[config.mk]
export PLATFORM = sky130hd
export DESIGN_NAME = rtcta_core
export DESIGN_NICKNAME = d
export VERILOG_FILES = /design/src/core/rtcta_pkg.sv /design/src/core/rtcta_tmr_if.sv /design/src/core/rtcta_timer.sv /design/src/core/rtcta_core.sv
export SDC_FILE = /design/constraint.sdc
export NUM_CORES = 1
export LEC_CHECK = 0
export ABC_AREA = 1
export BUFFER_PORTS_ARGS = -buffer_cell sky130_fd_sc_hd__clkbuf_2
export CAP_MARGIN = 20
export CORE_ASPECT_RATIO = 0.7
export CORE_MARGIN = 2
export CORE_UTILIZATION = 40
export DETAILED_ROUTE_END_ITERATION = 10
export PLACE_DENSITY_LB_ADDON = 0.2
export SLEW_MARGIN = 20
export SYNTH_ARGS = -nofsm -noshare
export SYNTH_HDL_FRONTEND = slang
export SYNTH_SLANG_ARGS = --single-unit
export TNS_END_PERCENT = 1
[constraint.sdc]
create_clock -name clk -period 1.9 [get_ports clk]
set_input_delay 0 -clock clk [delete_from_list [all_inputs] [get_ports clk]]
set_output_delay 0 -clock clk [all_outputs]
set_load 0.03 [all_outputs]
[src/core/rtcta_pkg.sv]
// Package with register map, field positions, reset values and state codes of the timer block.
package rtcta_pkg;

    localparam int unsigned ADDR_W = 8;
    localparam int unsigned DATA_W = 32;
    localparam int unsigned TMR_W = 32;

    // Register byte addresses on the Wishbone bus.
    localparam logic [7:0] OFS_CONTROL = 8'h04;
    localparam logic [7:0] OFS_SNAPSHOT = 8'h08;
    localparam logic [7:0] OFS_MATCH = 8'h0c;
    localparam logic [7:0] OFS_ROUTE = 8'h10;

    // Field positions of rtc_control.
    localparam int unsigned BIT_OSC_ENABLE = 7;
    localparam int unsigned BIT_MISS_DETECT = 6;
    localparam int unsigned BIT_OSC_FAIL = 5;
    localparam int unsigned BIT_TIMER_RUN = 4;
    localparam int unsigned BIT_ALARM_ENABLE = 3;
    localparam int unsigned BIT_ALARM_FLAG = 2;
    localparam int unsigned BIT_LOAD_GO = 1;
    localparam int unsigned BIT_SNAP_GO = 0;

    // Field positions of the alarm routing register.
    localparam int unsigned BIT_ROUTE_RESET = 0;
    localparam int unsigned BIT_ROUTE_WAKE = 1;
    localparam int unsigned BIT_ROUTE_IRQ = 2;

    // Values after reset, and the step added to the timer per count.
    localparam logic [31:0] RST_TIMER = 32'h0000_0000;
    localparam logic [31:0] RST_SNAPSHOT = 32'h0000_0000;
    localparam logic [31:0] RST_MATCH = 32'h0000_0000;
    localparam logic [2:0] RST_ROUTE = 3'h0;
    localparam logic [31:0] TIMER_ONE = 32'h0000_0001;

    typedef enum logic [2:0] {
        ST_IDLE = 3'b001,
        ST_LOAD = 3'b010,
        ST_SNAP = 3'b100
    } rtcta_xfer_t;

endpackage

[src/core/rtcta_tmr_if.sv]
// Interface joining the register side to the timer counter.
interface rtcta_tmr_if;
    logic tick;
    logic run;
    logic load;
    logic [31:0] load_val;
    logic [31:0] match_val;
    logic autoreset;
    logic alarm_en;
    logic [31:0] value;
    logic flag;

    modport ctrl (output tick, run, load, load_val, match_val, autoreset, alarm_en,
                  input value, flag);
    modport timer (input tick, run, load, load_val, match_val, autoreset, alarm_en,
                   output value, flag);
endinterface

[src/core/rtcta_timer.sv]
// Timer counter with alarm comparator, auto reset and self-clearing alarm flag.
module rtcta_timer (
    // Clock and reset
    input wire logic clk,
    input wire logic rst_b,
    // Register side
    rtcta_tmr_if.timer tif
);

    typedef struct packed {
        logic [31:0] value;
        logic flag;
    } rtcta_tstate_t;

    rtcta_tstate_t s;
    rtcta_tstate_t next_s;
    logic ev;

    always_comb begin
        next_s = s;
        ev = 1'b0;
        if (tif.tick) begin
            if (tif.load) begin
                next_s.value = tif.load_val;
            end else if (tif.autoreset && s.flag) begin
                next_s.value = rtcta_pkg::RST_TIMER;
            end else if (tif.run) begin
                // Plain unsigned add wraps from all ones to zero.
                next_s.value = s.value + rtcta_pkg::TIMER_ONE;
            end
            // Only a change of value or a load can match, so a stopped timer never re-fires.
            ev = tif.alarm_en && (next_s.value == tif.match_val)
                 && (tif.load || next_s.value != s.value);
        end
        if (!tif.alarm_en) begin
            next_s.flag = 1'b0;
        end else if (ev) begin
            next_s.flag = 1'b1;
        end else if (tif.tick) begin
            next_s.flag = 1'b0;
        end
    end

    always_ff @(posedge clk or negedge rst_b) begin
        if (!rst_b) begin
            s <= '0;
        end else begin
            s <= next_s;
        end
    end

    assign tif.value = s.value;
    assign tif.flag = s.flag;

    a_timer_wrap: assert property (@(posedge clk) disable iff (!rst_b)
        tif.tick && tif.run && !tif.load && !(tif.autoreset && s.flag)
        && s.value == 32'hffff_ffff |=> s.value == 32'h0000_0000)
        else $error("timer did not wrap to zero");
    a_auto_reset: assert property (@(posedge clk) disable iff (!rst_b)
        tif.tick && s.flag && tif.autoreset && !tif.load |=> s.value == 32'h0000_0000)
        else $error("auto reset did not clear timer");
    a_flag_short: assert property (@(posedge clk) disable iff (!rst_b)
        s.flag && tif.tick && !ev |=> !s.flag)
        else $error("alarm flag outlived one oscillator cycle");
    a_hold_stopped: assert property (@(posedge clk) disable iff (!rst_b)
        tif.tick && !tif.run && !tif.load && !(tif.autoreset && s.flag) |=> $stable(s.value))
        else $error("stopped timer changed");
    a_load_value: assert property (@(posedge clk) disable iff (!rst_b)
        tif.tick && tif.load |=> s.value == $past(tif.load_val))
        else $error("load value not taken");
    c_wrap: cover property (@(posedge clk) disable iff (!rst_b)
        tif.tick && s.value == 32'hffff_ffff ##1 s.value == 32'h0000_0000);

endmodule

[src/core/rtcta_core.sv]
// Top of the timer block: Wishbone register slave, transfer control and alarm routing.
//
// Functional notes
// - Timer reached through one snapshot register word.
// - Load and snapshot work while counting.
// - Load go copies snapshot into timer.
// - Hardware clears load go after transfer.
// - Snapshot go copies timer, then clears.
// - Alarm event when timer equals match.
// - Auto reset zeroes timer one tick later.
// - Alarm routable to reset, wake, interrupt.
// - Clearing alarm enable clears alarm flag.
// - Unchanged match refires after wrap or a load.
// - Alarm flag lasts at most one tick.
// - Timer wraps to zero, keeps counting.
// - Control bit 7 switches oscillator on.
// - Hardware sets oscillator fail, software clears.
// - Run bit increments timer, else holds.
// - Flag bit reads event, writes auto reset.
//
// Our own choice: register access over Wishbone.
module rtcta_core (
    // Clock and reset
    input wire logic clk,
    input wire logic rst_b,
    // Wishbone slave
    input wire logic wb_cyc,
    input wire logic wb_stb,
    input wire logic wb_we,
    input wire logic [7:0] wb_adr,
    input wire logic [3:0] wb_sel,
    input wire logic [31:0] wb_dat_i,
    output logic [31:0] wb_dat_o,
    output logic wb_ack,
    // Timer oscillator
    input wire logic osc_tick,
    input wire logic miss_clk_event,
    output logic osc_enable,
    output logic miss_detect_enable,
    // Alarm routing
    output logic alarm_reset_req,
    output logic alarm_wake_req,
    output logic alarm_irq_req
);

    typedef struct packed {
        rtcta_pkg::rtcta_xfer_t st;
        logic osc_en;
        logic miss_en;
        logic osc_fail;
        logic run;
        logic alarm_en;
        logic autoreset;
        logic load_go;
        logic snap_go;
        logic [31:0] snapshot_regs;
        logic [31:0] match_regs;
        logic [2:0] route;
        logic ack;
        logic [31:0] rdata;
        logic rst_req;
        logic wake_req;
        logic irq_req;
    } rtcta_cstate_t;

    rtcta_cstate_t s;
    rtcta_cstate_t next_s;
    rtcta_tmr_if tif ();

    logic tick_eff;
    logic req;
    logic wr;
    logic [7:0] ctl_rd;
    logic ctl_wr;
    logic snp_wr;

    // Without the oscillator enabled no timer cycle exists at all.
    assign tick_eff = osc_tick & s.osc_en;
    assign req = wb_cyc & wb_stb & ~s.ack;
    assign wr = req & wb_we;
    // Write decodes watched by the checks at the end of the module.
    assign ctl_wr = wr & (wb_adr == rtcta_pkg::OFS_CONTROL) & wb_sel[0];
    assign snp_wr = wr & (wb_adr == rtcta_pkg::OFS_SNAPSHOT);

    assign ctl_rd = {s.osc_en, s.miss_en, s.osc_fail, s.run, s.alarm_en,
                     tif.flag, s.load_go, s.snap_go};

    rtcta_timer u_timer (
        .clk(clk),
        .rst_b(rst_b),
        .tif(tif)
    );

    assign tif.tick = tick_eff;
    assign tif.run = s.run;
    assign tif.load = (s.st == rtcta_pkg::ST_LOAD);
    assign tif.load_val = s.snapshot_regs;
    assign tif.match_val = s.match_regs;
    assign tif.autoreset = s.autoreset;
    assign tif.alarm_en = s.alarm_en;

    always_comb begin
        next_s = s;
        next_s.ack = req;
        next_s.rdata = s.rdata;

        // Register writes; the snapshot word is locked while a transfer is pending.
        if (wr) begin
            case (wb_adr)
                rtcta_pkg::OFS_CONTROL: begin
                    if (wb_sel[0]) begin
                        next_s.osc_en = wb_dat_i[rtcta_pkg::BIT_OSC_ENABLE];
                        next_s.miss_en = wb_dat_i[rtcta_pkg::BIT_MISS_DETECT];
                        next_s.run = wb_dat_i[rtcta_pkg::BIT_TIMER_RUN];
                        next_s.alarm_en = wb_dat_i[rtcta_pkg::BIT_ALARM_ENABLE];
                        next_s.autoreset = wb_dat_i[rtcta_pkg::BIT_ALARM_FLAG];
                        if (!wb_dat_i[rtcta_pkg::BIT_OSC_FAIL]) begin
                            next_s.osc_fail = 1'b0;
                        end
                        if (wb_dat_i[rtcta_pkg::BIT_LOAD_GO]) begin
                            next_s.load_go = 1'b1;
                        end
                        if (wb_dat_i[rtcta_pkg::BIT_SNAP_GO]) begin
                            next_s.snap_go = 1'b1;
                        end
                    end
                end
                rtcta_pkg::OFS_SNAPSHOT: begin
                    if (s.st == rtcta_pkg::ST_IDLE && !s.load_go && !s.snap_go) begin
                        for (int b = 0; b < 4; b++) begin
                            if (wb_sel[b]) begin
                                next_s.snapshot_regs[8*b +: 8] = wb_dat_i[8*b +: 8];
                            end
                        end
                    end
                end
                rtcta_pkg::OFS_MATCH: begin
                    for (int b = 0; b < 4; b++) begin
                        if (wb_sel[b]) begin
                            next_s.match_regs[8*b +: 8] = wb_dat_i[8*b +: 8];
                        end
                    end
                end
                rtcta_pkg::OFS_ROUTE: begin
                    if (wb_sel[0]) begin
                        next_s.route = wb_dat_i[2:0];
                    end
                end
                default: begin
                end
            endcase
        end

        // Register reads; unmapped addresses answer with zero.
        if (req) begin
            case (wb_adr)
                rtcta_pkg::OFS_CONTROL: next_s.rdata = {24'h00_0000, ctl_rd};
                rtcta_pkg::OFS_SNAPSHOT: next_s.rdata = s.snapshot_regs;
                rtcta_pkg::OFS_MATCH: next_s.rdata = s.match_regs;
                rtcta_pkg::OFS_ROUTE: next_s.rdata = {29'h0000_0000, s.route};
                default: next_s.rdata = 32'h0000_0000;
            endcase
        end

        // Hardware set of the failure flag wins over a software clear in the same cycle.
        if (miss_clk_event && s.miss_en && s.osc_en) begin
            next_s.osc_fail = 1'b1;
        end

        // Transfer sequencer; a load queued together with a snapshot runs first.
        case (s.st)
            rtcta_pkg::ST_IDLE: begin
                if (s.load_go) begin
                    next_s.st = rtcta_pkg::ST_LOAD;
                end else if (s.snap_go) begin
                    next_s.st = rtcta_pkg::ST_SNAP;
                end
            end
            rtcta_pkg::ST_LOAD: begin
                // The copy lands on a timer cycle boundary, so the count never tears.
                if (tick_eff) begin
                    next_s.load_go = 1'b0;
                    next_s.st = rtcta_pkg::ST_IDLE;
                end
            end
            rtcta_pkg::ST_SNAP: begin
                // Whole word taken in one clock while the timer keeps running.
                next_s.snapshot_regs = tif.value;
                next_s.snap_go = 1'b0;
                next_s.st = rtcta_pkg::ST_IDLE;
            end
            default: begin
                next_s.st = rtcta_pkg::ST_IDLE;
            end
        endcase

        next_s.rst_req = tif.flag & s.route[rtcta_pkg::BIT_ROUTE_RESET];
        next_s.wake_req = tif.flag & s.route[rtcta_pkg::BIT_ROUTE_WAKE];
        next_s.irq_req = tif.flag & s.route[rtcta_pkg::BIT_ROUTE_IRQ];
    end

    always_ff @(posedge clk or negedge rst_b) begin
        if (!rst_b) begin
            s.st <= rtcta_pkg::ST_IDLE;
            s.osc_en <= 1'b0;
            s.miss_en <= 1'b0;
            s.osc_fail <= 1'b0;
            s.run <= 1'b0;
            s.alarm_en <= 1'b0;
            s.autoreset <= 1'b0;
            s.load_go <= 1'b0;
            s.snap_go <= 1'b0;
            s.snapshot_regs <= rtcta_pkg::RST_SNAPSHOT;
            s.match_regs <= rtcta_pkg::RST_MATCH;
            s.route <= rtcta_pkg::RST_ROUTE;
            s.ack <= 1'b0;
            s.rdata <= 32'h0000_0000;
            s.rst_req <= 1'b0;
            s.wake_req <= 1'b0;
            s.irq_req <= 1'b0;
        end else begin
            s <= next_s;
        end
    end

    assign wb_ack = s.ack;
    assign wb_dat_o = s.rdata;
    assign osc_enable = s.osc_en;
    assign miss_detect_enable = s.miss_en;
    assign alarm_reset_req = s.rst_req;
    assign alarm_wake_req = s.wake_req;
    assign alarm_irq_req = s.irq_req;

    a_ack_single: assert property (@(posedge clk) disable iff (!rst_b)
        s.ack |=> !s.ack)
        else $error("ack held longer than one cycle");

    a_ack_answer: assert property (@(posedge clk) disable iff (!rst_b)
        req |=> s.ack)
        else $error("request not answered in the next cycle");

    a_unmapped_zero: assert property (@(posedge clk) disable iff (!rst_b)
        req && !wb_we && wb_adr > rtcta_pkg::OFS_ROUTE |=> wb_dat_o == 32'h0000_0000)
        else $error("unmapped read returned data");

    a_load_go_clear: assert property (@(posedge clk) disable iff (!rst_b)
        s.st == rtcta_pkg::ST_LOAD && tick_eff
        |=> !s.load_go && tif.value == $past(s.snapshot_regs))
        else $error("load go not cleared with timer loaded");

    a_load_first: assert property (@(posedge clk) disable iff (!rst_b)
        s.st == rtcta_pkg::ST_IDLE && s.load_go |=> s.st == rtcta_pkg::ST_LOAD)
        else $error("queued load did not start");

    a_load_go_wait: assert property (@(posedge clk) disable iff (!rst_b)
        s.st == rtcta_pkg::ST_LOAD && !tick_eff |=> s.load_go)
        else $error("load go cleared before the timer took the value");

    a_snap_capture: assert property (@(posedge clk) disable iff (!rst_b)
        s.st == rtcta_pkg::ST_SNAP |=> !s.snap_go && s.snapshot_regs == $past(tif.value))
        else $error("snapshot did not take timer value");

    a_snap_start: assert property (@(posedge clk) disable iff (!rst_b)
        s.st == rtcta_pkg::ST_IDLE && s.snap_go && !s.load_go |=> s.st == rtcta_pkg::ST_SNAP)
        else $error("queued snapshot did not start");

    a_snap_bounded: assert property (@(posedge clk) disable iff (!rst_b)
        $rose(s.snap_go) && !s.load_go |-> ##[1:3] !s.snap_go)
        else $error("snapshot go stuck");

    a_snap_locked: assert property (@(posedge clk) disable iff (!rst_b)
        snp_wr && (s.load_go || s.snap_go) && s.st != rtcta_pkg::ST_SNAP
        |=> $stable(s.snapshot_regs))
        else $error("snapshot word changed during a transfer");

    a_alarm_match: assert property (@(posedge clk) disable iff (!rst_b)
        tick_eff && s.run && s.alarm_en && s.st != rtcta_pkg::ST_LOAD
        && !(s.autoreset && tif.flag) && tif.value + 32'h1 == s.match_regs |=> tif.flag)
        else $error("alarm flag missing at match");

    a_disable_clears: assert property (@(posedge clk) disable iff (!rst_b)
        !s.alarm_en |=> !tif.flag)
        else $error("alarm flag survived disable");

    a_enable_write: assert property (@(posedge clk) disable iff (!rst_b)
        ctl_wr |=> s.alarm_en == $past(wb_dat_i[rtcta_pkg::BIT_ALARM_ENABLE]))
        else $error("alarm enable not written");

    a_autoreset_write: assert property (@(posedge clk) disable iff (!rst_b)
        ctl_wr |=> s.autoreset == $past(wb_dat_i[rtcta_pkg::BIT_ALARM_FLAG]))
        else $error("auto reset enable not written");

    a_ctl_readback: assert property (@(posedge clk) disable iff (!rst_b)
        req && !wb_we && wb_adr == rtcta_pkg::OFS_CONTROL
        |=> wb_dat_o[rtcta_pkg::BIT_ALARM_FLAG] == $past(tif.flag))
        else $error("flag bit did not read the alarm event");

    a_run_bit: assert property (@(posedge clk) disable iff (!rst_b)
        ctl_wr |=> s.run == $past(wb_dat_i[rtcta_pkg::BIT_TIMER_RUN]))
        else $error("run bit not written");

    a_osc_enable_out: assert property (@(posedge clk) disable iff (!rst_b)
        ctl_wr |=> osc_enable == $past(wb_dat_i[rtcta_pkg::BIT_OSC_ENABLE]))
        else $error("oscillator enable not written");

    a_no_tick_off: assert property (@(posedge clk) disable iff (!rst_b)
        !s.osc_en && s.st == rtcta_pkg::ST_IDLE |=> $stable(tif.value))
        else $error("timer moved with oscillator off");

    a_fail_sticky: assert property (@(posedge clk) disable iff (!rst_b)
        miss_clk_event && s.miss_en && s.osc_en |=> s.osc_fail)
        else $error("oscillator fail not set");

    a_fail_hold: assert property (@(posedge clk) disable iff (!rst_b)
        s.osc_fail && !ctl_wr |=> s.osc_fail)
        else $error("oscillator fail cleared without software");

    a_fail_clear: assert property (@(posedge clk) disable iff (!rst_b)
        ctl_wr && !wb_dat_i[rtcta_pkg::BIT_OSC_FAIL]
        && !(miss_clk_event && s.miss_en && s.osc_en) |=> !s.osc_fail)
        else $error("oscillator fail not cleared by software");

    a_route_reset: assert property (@(posedge clk) disable iff (!rst_b)
        tif.flag && s.route[rtcta_pkg::BIT_ROUTE_RESET] |=> alarm_reset_req)
        else $error("alarm not routed to reset");

    a_route_wake: assert property (@(posedge clk) disable iff (!rst_b)
        tif.flag && s.route[rtcta_pkg::BIT_ROUTE_WAKE] |=> alarm_wake_req)
        else $error("alarm not routed to wake");

    a_route_irq: assert property (@(posedge clk) disable iff (!rst_b)
        tif.flag && s.route[rtcta_pkg::BIT_ROUTE_IRQ] |=> alarm_irq_req)
        else $error("alarm not routed to interrupt");

    a_route_quiet: assert property (@(posedge clk) disable iff (!rst_b)
        !tif.flag |=> !alarm_reset_req && !alarm_wake_req && !alarm_irq_req)
        else $error("alarm request without alarm event");

    c_load_done: cover property (@(posedge clk) disable iff (!rst_b)
        s.st == rtcta_pkg::ST_LOAD ##1 s.st == rtcta_pkg::ST_IDLE);
    c_snap_done: cover property (@(posedge clk) disable iff (!rst_b)
        s.st == rtcta_pkg::ST_SNAP ##1 !s.snap_go);
    c_alarm_auto: cover property (@(posedge clk) disable iff (!rst_b)
        tif.flag && s.autoreset ##[1:4] tif.value == 32'h0000_0000);
    c_fail_set: cover property (@(posedge clk) disable iff (!rst_b)
        $rose(s.osc_fail));

endmodule

# Word level (Yosys, flattened, before mapping)
# Cells that the tools add are included.
[word_totals]
reg_bits = 147
in_bits = 51
out_inout_bits = 38
wordCells = 118
[op_classes]
n_addsub = 1
n_eq_ne = 13
mux = 36
n_bitwise = 8
n_reduce_logical = 35
[op_table]
columns = ["cell", "count"]
rows = [
  ["two-way mux 32 bit", 7],
  ["one-hot mux 32 bit (4 select lines)", 1],
  ["two-way mux 73 bit", 1],
  ["two-way mux 8 bit", 8],
  ["two-way mux 33 bit", 1],
  ["adder 32 x 1 -> 32 bit (second input constant)", 1],
  ["== test 32 bit", 1],
  ["inequality test 32 bit", 1],
  ["AND reduction 4 bit", 6],
  ["nonzero test 2 bit", 12],
  ["AND reduction 3 bit", 6],
  ["== test 8 x 4 -> 1 bit (second input constant)", 2],
  ["two-way mux 3 bit", 5],
  ["two-way mux 6 bit", 2],
  ["two-way mux 1 bit", 10],
  ["== test 8 x 3 -> 1 bit (second input constant)", 1],
  ["== test 8 x 5 -> 1 bit (second input constant)", 1],
  ["AND 1 bit", 7],
  ["logical AND 1 bit", 7],
  ["one-hot mux 3 bit (2 select lines)", 1],
  ["== test 3 x 1 -> 1 bit (second input constant)", 1],
  ["== test 3 x 2 -> 1 bit (second input constant)", 1],
  ["== test 3 bit (second input constant)", 1],
  ["inequality test 3 x 1 -> 1 bit (second input constant)", 1],
  ["other kinds (7)", 8],
]

# Longest topological paths before layout
# Gate-level depths: netlist of the first run.
[logic_depth]
depth_word = 11
ltp_mapped = 18
ltp_nobuf = 18

# By module
# From an unflattened synthesis of the first run, not the netlist that was laid out.
[hier_totals]
cells_unflattened = 1501
hier_area_um2 = 10095.9
[by_module_without_submodules]
columns = ["module", "n_inst", "cells_per_inst", "area_per_inst_um2"]
rows = [
  ["rtcta_core", 1, 780, 6157.2],
  ["rtcta_timer", 1, 721, 3938.8],
]

# Worst setup path after synthesis of the first run
# Ideal clock, no wire load.
[synth_timing]
path_kind = "reg2reg"
start = "register u_timer.s, in the netlist u_timer.tif.value[0]"
end = "register u_timer.s, in the netlist u_timer.tif.flag"
arrival_ns = 1.873
required_time_ns = 1.773
slack_ns = -0.100
stages_incl_launch_ff = 18
path_buffers = 0
synth_period_minus_slack_ns = 2.000
path_cell_list = "dfrtp_1 > ha_1 > nand2_1 > nor2_4 > nand2_2 > nor2_2 > nand2_1 > nand3_2 > nand2_1 > nand2_1 > nand2_1 > nand3b_1 > nor2_1 > nand2_1 > nor2_1 > nand2_1 > nand2_1 > a21oi_2"
[synth_between]
elab_chain_len = 11
[synth_rtl]
columns = ["element", "line", "text"]
rows = [
  ["start, declared", "rtcta_timer.sv:15", "rtcta_tstate_t s;"],
  ["start signal, assigned", "rtcta_timer.sv:48", "s <= next_s;"],
  ["adder 32 x 1 -> 32 bit", "rtcta_timer.sv:29", "next_s.value = s.value + rtcta_pkg::TIMER_ONE;"],
  ["two-way mux 32 bit", "rtcta_timer.sv:27", "end else if (tif.run) begin"],
  ["two-way mux 32 bit", "rtcta_timer.sv:25", "end else if (tif.autoreset && s.flag) begin"],
  ["two-way mux 32 bit", "rtcta_timer.sv:23", "if (tif.load) begin"],
  ["two-way mux 32 bit", "rtcta_timer.sv:22", "if (tif.tick) begin"],
  ["== test 32 bit / inequality test 32 bit (equally long branches)", "rtcta_timer.sv:32, rtcta_timer.sv:33", ""],
  ["logical AND 1 bit / logical OR 1 bit (equally long branches)", "rtcta_timer.sv:32, rtcta_timer.sv:33", ""],
  ["logical AND 1 bit *", "rtcta_timer.sv:33", "&& (tif.load || next_s.value != s.value);"],
  ["two-way mux 1 bit *", "rtcta_timer.sv:22", ""],
  ["two-way mux 1 bit", "rtcta_timer.sv:37", "end else if (ev) begin"],
  ["two-way mux 1 bit", "rtcta_timer.sv:35", "if (!tif.alarm_en) begin"],
]
# Every way passes the cells marked *; elsewhere a longest branch is shown, timed or not. The select of a mux whose other input is x is not followed.
# A chain may end at the register's enable or synchronous reset.

# Final worst setup path of the first run
# Same ends and word-level chain as after synthesis.

==> run summary, run 1 <==
gpl congestion: 0.964
CORE AREA: 22600 um2
Clock Sink Count: 147
initial antenna violation count: 0
Distinct cells, synth: 39
CTS Buffer Depth: 2
synthesis-to-finish area growth: 34.0%
kind of critical path: flip-flop to flip-flop
largest net degree at the start of global routing: 61
Nets: 1596
Critical Path End Type: flip-flop
number of synthesized register bits: 147
sequential area share after synthesis: 0.399
vias in the first global route: 8894
IO Pins: 89
Area contributors post-synth: dfrtp_1 (40%), nand2_1 (17%), o21ai_0 (8.5%), inv_1 (6.7%), nand3_1 (6.1%)
Congestion Overflow GR: 0
WHS: -0.00168 ns
Worst Path Buf+Inv: 0
slew margin rel.: 0.654
DR vias/cell: 5.12
port bufs: 88
crit start category: flip-flop
placed cells: 1787
fin cells: 1868
max-slew violations: 0
failing checks: negative hold slack, negative setup slack
# rows: 46
Storage cell area: 3680 um2
f_max: 0.427 GHz
DRC: 0
outcome: finished, violations left
Least-Margin Pin Slew: 0.517 ns
crit path DAT: 2.65 ns
Reg2Reg Setup Slack: -0.44 ns
Final Critical Period: 2.34 ns
Syn Area/Cell: 7.00 um2
Mapped Nets: 1369
slowest CP cell: dfrtp_1
DP HPWL: 22700 um
height of the die: 131 um
WL/cell: 16.4 um
Fin. Hold Viols: 1
Yosys top cell area share: 0.396
unrepaired setup endpoints after global routing: true
Fillers: 2179
largest delay contributor family on the critical path: simple AND/OR/NAND/NOR gates
GRT Util Overall: 0.263
initial core utilization: 0.407
Max Cap Violations: 0
CTS Buf Count: 17
Clock Latency Late Sink: 0.44 ns
Worst-path clk slew: 0.06 ns
Critical Path, Cell by Cell: ha_4 -> nand2_4 -> nor2_4 -> nand2_4 -> nor2_4 -> nand2_2 -> nand3_4 -> nand2_2 -> nand2_1 -> nand2_1 -> nand3b_1 -> nor2_1 -> nand2_1 -> nor2_1 -> nand2_1 -> nand2_1 -> a21oi_2
Final Power: 11.0 mW
VDD IR max: 0.000719 V
fin crit share: 1.23
Final WS setup: -0.444 ns
via count: 9563
CP dominant cell by count: nand2_1
global-route wire length before repair: 48600 um
worst-path fanout max: 5
CTS H-tree lvls: 4
slowest cell delay on critical path: 0.41 ns
CP required: 2.21 ns
area of the multi-input gates: 4810 um2
Pleak: 6.46 nW
cell taking the most area after synthesis: dfrtp_1
Gate Count Post-Synth: 1317
clk root buf: clkbuf_16
Iter 0 DRT Violations: 835
final setup fails: 27
Hold Path Class: input pin to flip-flop
Syn. warnings: 0
Synth Cell Area: 9220 um2
Pwr Density: 890 nW/um2
antenna-violating nets left: 0
ant diodes: 0
routed wire length: 30600 um
Die Span X: 185 um
CTS tree: done
number of iterations in the first detailed-routing pass: 5
Total Die Area: 24300 um2
Worst Skew: 0.0115 ns
share of layout cells above drive strength 1: 0.258
-- layout by cell type (no fill, tap or decap), types with 17 or more instances in the layout --
| cell | n |
|---|---|
| clkbuf_16 | 17 |
| o211ai_1 | 33 |
| nand2_1 | 377 |
| dlygate4sd3_1 | 36 |
| clkbuf_2 | 87 |
| nand2_2 | 37 |
| o21ai_1 | 20 |
| nand4_1 | 17 |
| nor2_1 | 61 |
| nand3_1 | 97 |
| buf_4 | 148 |
| inv_1 | 158 |
| o21ai_0 | 138 |
| dfrtp_1 | 144 |
| o22ai_1 | 28 |
| nand3_2 | 23 |
-- tightest hold or removal path, delay by kind of cell --
kind / cells / cell delay (ns)
AO/OA/AOI/OAI: 1 / 0.07
AND/OR/NAND/NOR: 2 / 0.19
buffers and inverters: 1 / 0.13
-- synthesized netlist by cell type --
master / count
nand2_1: 406
inv_1: 164
o21ai_0: 157
dfrtp_1: 146
nand3_1: 112
nor2_1: 72
buf_4: 36
o211ai_1: 33
clkbuf_1: 32
o22ai_1: 28
nand2_2: 18
nand4_1: 17
nand3_2: 11
xor2_1: 10
a21oi_1: 9
buf_2: 9
nor2_2: 8
nor3_1: 8
a221oi_1: 5
nand3b_1: 5
nor2_4: 4
a31oi_1: 3
buf_1: 3
o21ai_1: 3
inv_2: 2
nor2_8: 2
nor4_4: 2
a21boi_0: 1
a21oi_2: 1
and2_1: 1
buf_6: 1
clkinv_1: 1
dfstp_2: 1
ha_1: 1
nand2_4: 1
nor3_2: 1
nor4_1: 1
o21ai_2: 1
o31ai_4: 1
-- routing by layer --
layer / global-route usage / wire length, um / vias to the layer above
met5: 0 / 0 / -
met4: 0.0738 / 525 / 0
met3: 0.0432 / 1840 / 41
met2: 0.394 / 12800 / 298
met1: 0.391 / 15400 / 4496
li1: - / - / 4728
-- final cells by class --
cell class              instances  area share
well taps                     312      0.0316
multi-input cells             922       0.390
clock inverters                 8      0.0121
repair buffers                289       0.178
clock buffers                  23      0.0395
inverters                     167      0.0510
flip-flops and latches        147       0.298
-- report_power, final --
group	internal (mW)	switching (mW)
sequential	3.25	0.108
combinational	1.65	2.24
clock	2.33	1.42
total	7.23	3.76
-- per-stage QoR --
| step | hold slack (ns) | worst slack, ns | TNS [ns] | area, um2 | util |
|---|---|---|---|---|---|
| floorplan | -0.296 | -0.0944 | -0.524 | 9220 | - |
| global placement | -0.113 | -0.665 | -6.20 | 10800 | 0.478 |
| detailed placement | -0.111 | -0.703 | -6.78 | 10800 | 0.478 |
| CTS | 0.00667 | -0.392 | -2.91 | 12100 | 0.533 |
| global route | 0.0141 | -0.593 | -6.52 | 12300 | 0.546 |
| finish | -0.00168 | -0.444 | -1.10 | 12300 | 0.546 |
-- path summary, 6_finish.rpt --
check                                startpoint               end  cells after the start
min                                   wb_sel[3]  tif.load_val[24]                      4
min reg2reg                        wb_dat_o[12]      wb_dat_o[12]                      2
max reg2reg                u_timer.tif.value[0]  u_timer.tif.flag                     17
min in group asynchronous                 rst_b       wb_dat_o[8]                      3
max in group asynchronous                 rst_b        osc_enable                      4
max                        u_timer.tif.value[0]  u_timer.tif.flag                     17
-- kinds of logic after synthesis --
logic type | after synthesis | synth area share
buffers and inverters | 248 | 0.118
AND/OR/NAND/NOR | 669 | 0.323
AO/OA/AOI/OAI | 242 | 0.149
adder cells (fa/ha/maj) | 1 | 0.00136
XOR/XNOR | 10 | 0.00950
flip-flops | 147 | 0.399
-- state kept, by name (all words and copies together) (netlist names), 3 cells and up --
signal	cells
wb_dat_o	32
u_timer.tif.value	32
tif.match_val	32
ctl_rd	3
tif.load_val	32
s	6
-- timing repair --
item | 4_1_cts | 5_1_grt
buffers inserted | 9 | 5
hold buffers | 36 | 0
gates resized for setup | 47 | 75
pin swaps | 20 | 43
hold endpoints to repair | 205 | 0
setup endpoints to repair | 33 | 44
Power figures use the tool's default switching activity.
==> run 2: changes to the inputs <==
Settings changed: BUFFER_PORTS_ARGS -buffer_cell sky130_fd_sc_hd__clkbuf_2 to unset, DONT_BUFFER_PORTS set to 1.
==> run summary, run 2 (synthesis results as in run 1) <==
slowest cell delay on critical path: 0.54 ns (+0.13 ns)
R2R depth: 16 (-1)
Congestion Overflow GR: 0 (unchanged)
share of layout cells above drive strength 1: 0.228 (-0.0299)
placed cells: 1694 (-5.2%)
fin cells: 1796 (-3.9%)
antenna-violating nets left: 0 (unchanged)
slowest CP cell: dfstp_2
height of the die: 131 um (unchanged)
# rows: 46 (unchanged)
CTS H-tree lvls: 4 (unchanged)
DRC: 0 (unchanged)
metal3 WL: 2000 um (+8.8%)
Clock Latency Late Sink: 0.44 ns (about the same)
global-route wire length before repair: 47600 um (-1.9%)
via count: 9349 (-2.2%)
Total Die Area: 24300 um2 (unchanged)
Final Critical Period: 2.37 ns (+0.0225 ns)
f_max: 0.423 GHz (-0.95%)
IO Pins: 89 (unchanged)
initial core utilization: 0.407 (unchanged)
largest delay contributor family on the critical path: simple AND/OR/NAND/NOR gates
DP HPWL: 21400 um (-5.4%)
dpl ws: -0.684 ns (+0.0187 ns)
Final Power: 10.7 mW (-3.0%)
kind of critical path: flip-flop to flip-flop
max-slew violations: 0 (unchanged)
Hold Path Class: input pin to asynchronous set/reset pin
commonest non-fill, non-tap cell in the layout: nand2_1
CP required: 2.26 ns (+0.05 ns)
Clock Sink Count: 147 (unchanged)
synthesis-to-finish area growth: 31.1%
routed wire length: 30700 um (+0.36%)
number of iterations in the first detailed-routing pass: 5 (unchanged)
Least-Margin Pin Slew: 0.505 ns (-0.0116 ns)
initial antenna violation count: 0 (unchanged)
CTS Buf Count: 17 (unchanged)
Iter 0 DRT Violations: 887 (+6.2%)
Worst Path Buf+Inv: 6 (+6)
top sig layer: met4
commonest non-fill, non-tap cells in the layout: nand2_1 (373), inv_1 (158), buf_4 (153), dfrtp_1 (143), o21ai_0 (138)
CORE AREA: 22600 um2 (unchanged)
slew margin rel.: 0.660 (+0.00533)
fin crit share: 1.25 (+0.0118)
Max Cap Violations: 0 (unchanged)
port bufs: 0 (-100%)
vias in the first global route: 8753 (-1.6%)
Pwr Density: 883 nW/um2 (-0.85%)
CTS Buffer Depth: 2 (unchanged)
Die Span X: 185 um (unchanged)
GRT Util Overall: 0.257 (-0.00576)
worst-path fanout max: 15 (+10)
WHS: -0.737 ns (-0.735 ns)
post-route met1 wirelength: 14900 um (-2.8%)
Reg2Reg Setup Slack: -0.47 ns (-0.02 ns)
Worst-path clk slew: 0.06 ns (about the same)
final setup fails: 23 (-15%)
CTS Hold Bufs: 43 (+19%)
failing checks: negative hold slack, negative setup slack
Nets: 1523 (-4.6%)
Worst Skew: 0.00763 ns (-0.00388 ns)
largest net degree at the start of global routing: 148 (+140%)
outcome: finished, violations left
Final WS setup: -0.466 ns (-0.0225 ns)
crit path DAT: 2.73 ns (+0.08 ns)
VDD IR max: 0.000746 V (+3.7%)
Fillers: 2138 (-1.9%)
crit start category: flip-flop
met2 wire length: 13100 um (+2.3%)
DR vias/cell: 5.21 (+1.7%)
WL/cell: 17.1 um (+4.4%)
worst r2r src: s[111]
Fin. Hold Viols: 147 (+146)
CP dominant cell by count: buf_4
clk root buf: clkbuf_16
gpl congestion: 0.928 (-3.7%)
Critical Path End Type: flip-flop
R2R Path End: u_timer.tif.flag
Critical Path, Cell by Cell: inv_2 -> nand3_4 -> nand2_2 -> inv_2 -> buf_4 -> buf_4 -> buf_12 -> nand3_1 -> buf_4 -> nand3_1 -> nand4_1 -> nor2_1 -> nand3_2 -> nor2_1 -> nand2_1 -> a21oi_2
CTS tree: done
Pleak: 6.12 nW (-5.2%)
ant diodes: 0 (unchanged)
unrepaired setup endpoints after global routing: true
==> run 2: metrics by stage <==
stage	cell area [um2]	hold WS [ns]	setup TNS [ns]	utilization
2_1_floorplan	9220	-0.296	-0.524	-
3_3_place_gp	10300	-0.289	-5.71	0.457
3_5_place_dp	10300	-0.289	-7.31	0.457
4_1_cts	11700	-0.756	-2.95	0.517
5_1_grt	12100	-0.759	-7.74	0.534
6_report	12100	-0.737	-1.96	0.534
==> run 2: layout make-up <==
type | count | area (um2) | share of cell area
Multi-Input combinational cell | 922 | 4900 | 0.406
Sequential cell | 147 | 3680 | 0.305
Timing Repair Buffer | 216 | 1900 | 0.157
Inverter | 167 | 627 | 0.0519
Clock buffer | 20 | 447 | 0.0370
Tap cell | 312 | 390 | 0.0323
Clock inverter | 12 | 134 | 0.0111
==> run 2: where the power goes <==
| part | switching (mW) | internal (mW) | total (mW) |
|---|---|---|---|
| clock | 1.44 | 1.97 | 3.40 |
| sequential | 0.116 | 3.25 | 3.36 |
| combinational | 2.23 | 1.66 | 3.89 |
| total | 3.78 | 6.88 | 10.7 |
==> run 2: worst max path at each step <==
stage                                    start          endpoint  slack [ns]  depth (start not counted)
final                                   s[111]  u_timer.tif.flag       -0.47                         16
after global placement    u_timer.tif.value[0]  u_timer.tif.flag       -0.64                         17
after CTS                 u_timer.tif.value[1]  u_timer.tif.flag       -0.41                         17
after global routing      u_timer.tif.value[0]  u_timer.tif.flag       -0.63                         18
after floorplan           u_timer.tif.value[0]  u_timer.tif.flag       -0.09                         17
after detailed placement  u_timer.tif.value[1]  u_timer.tif.flag       -0.68                         17
==> run 2: worst reg2reg max path, cell delays in order, from the launching register on <==
cell	delay, ns
dfstp_2	0.54
inv_2	0.05
nand3_4	0.10
nand2_2	0.06
inv_2	0.08
buf_4	0.11
buf_4	0.10
buf_12	0.15
nand3_1	0.14
buf_4	0.16
nand3_1	0.06
nand4_1	0.15
nor2_1	0.17
nand3_2	0.13
nor2_1	0.11
nand2_1	0.07
a21oi_2	0.12
==> run 2: metal layers <==
metal	GRT usage	vias up
li1	-	4578
met1	0.374	4419
met2	0.385	316
met3	0.0535	36
met4	0.0752	0
met5	0	-
==> run 2: what timing repair did <==
item / in CTS / in global routing
pin swaps: 30 / 49
endpoints found under the setup margin: 33 / 37
endpoints found under the hold margin: 223 / 147
gates cloned: 0 / 0
resized for setup: 68 / 82
setup buffers: 12 / 15
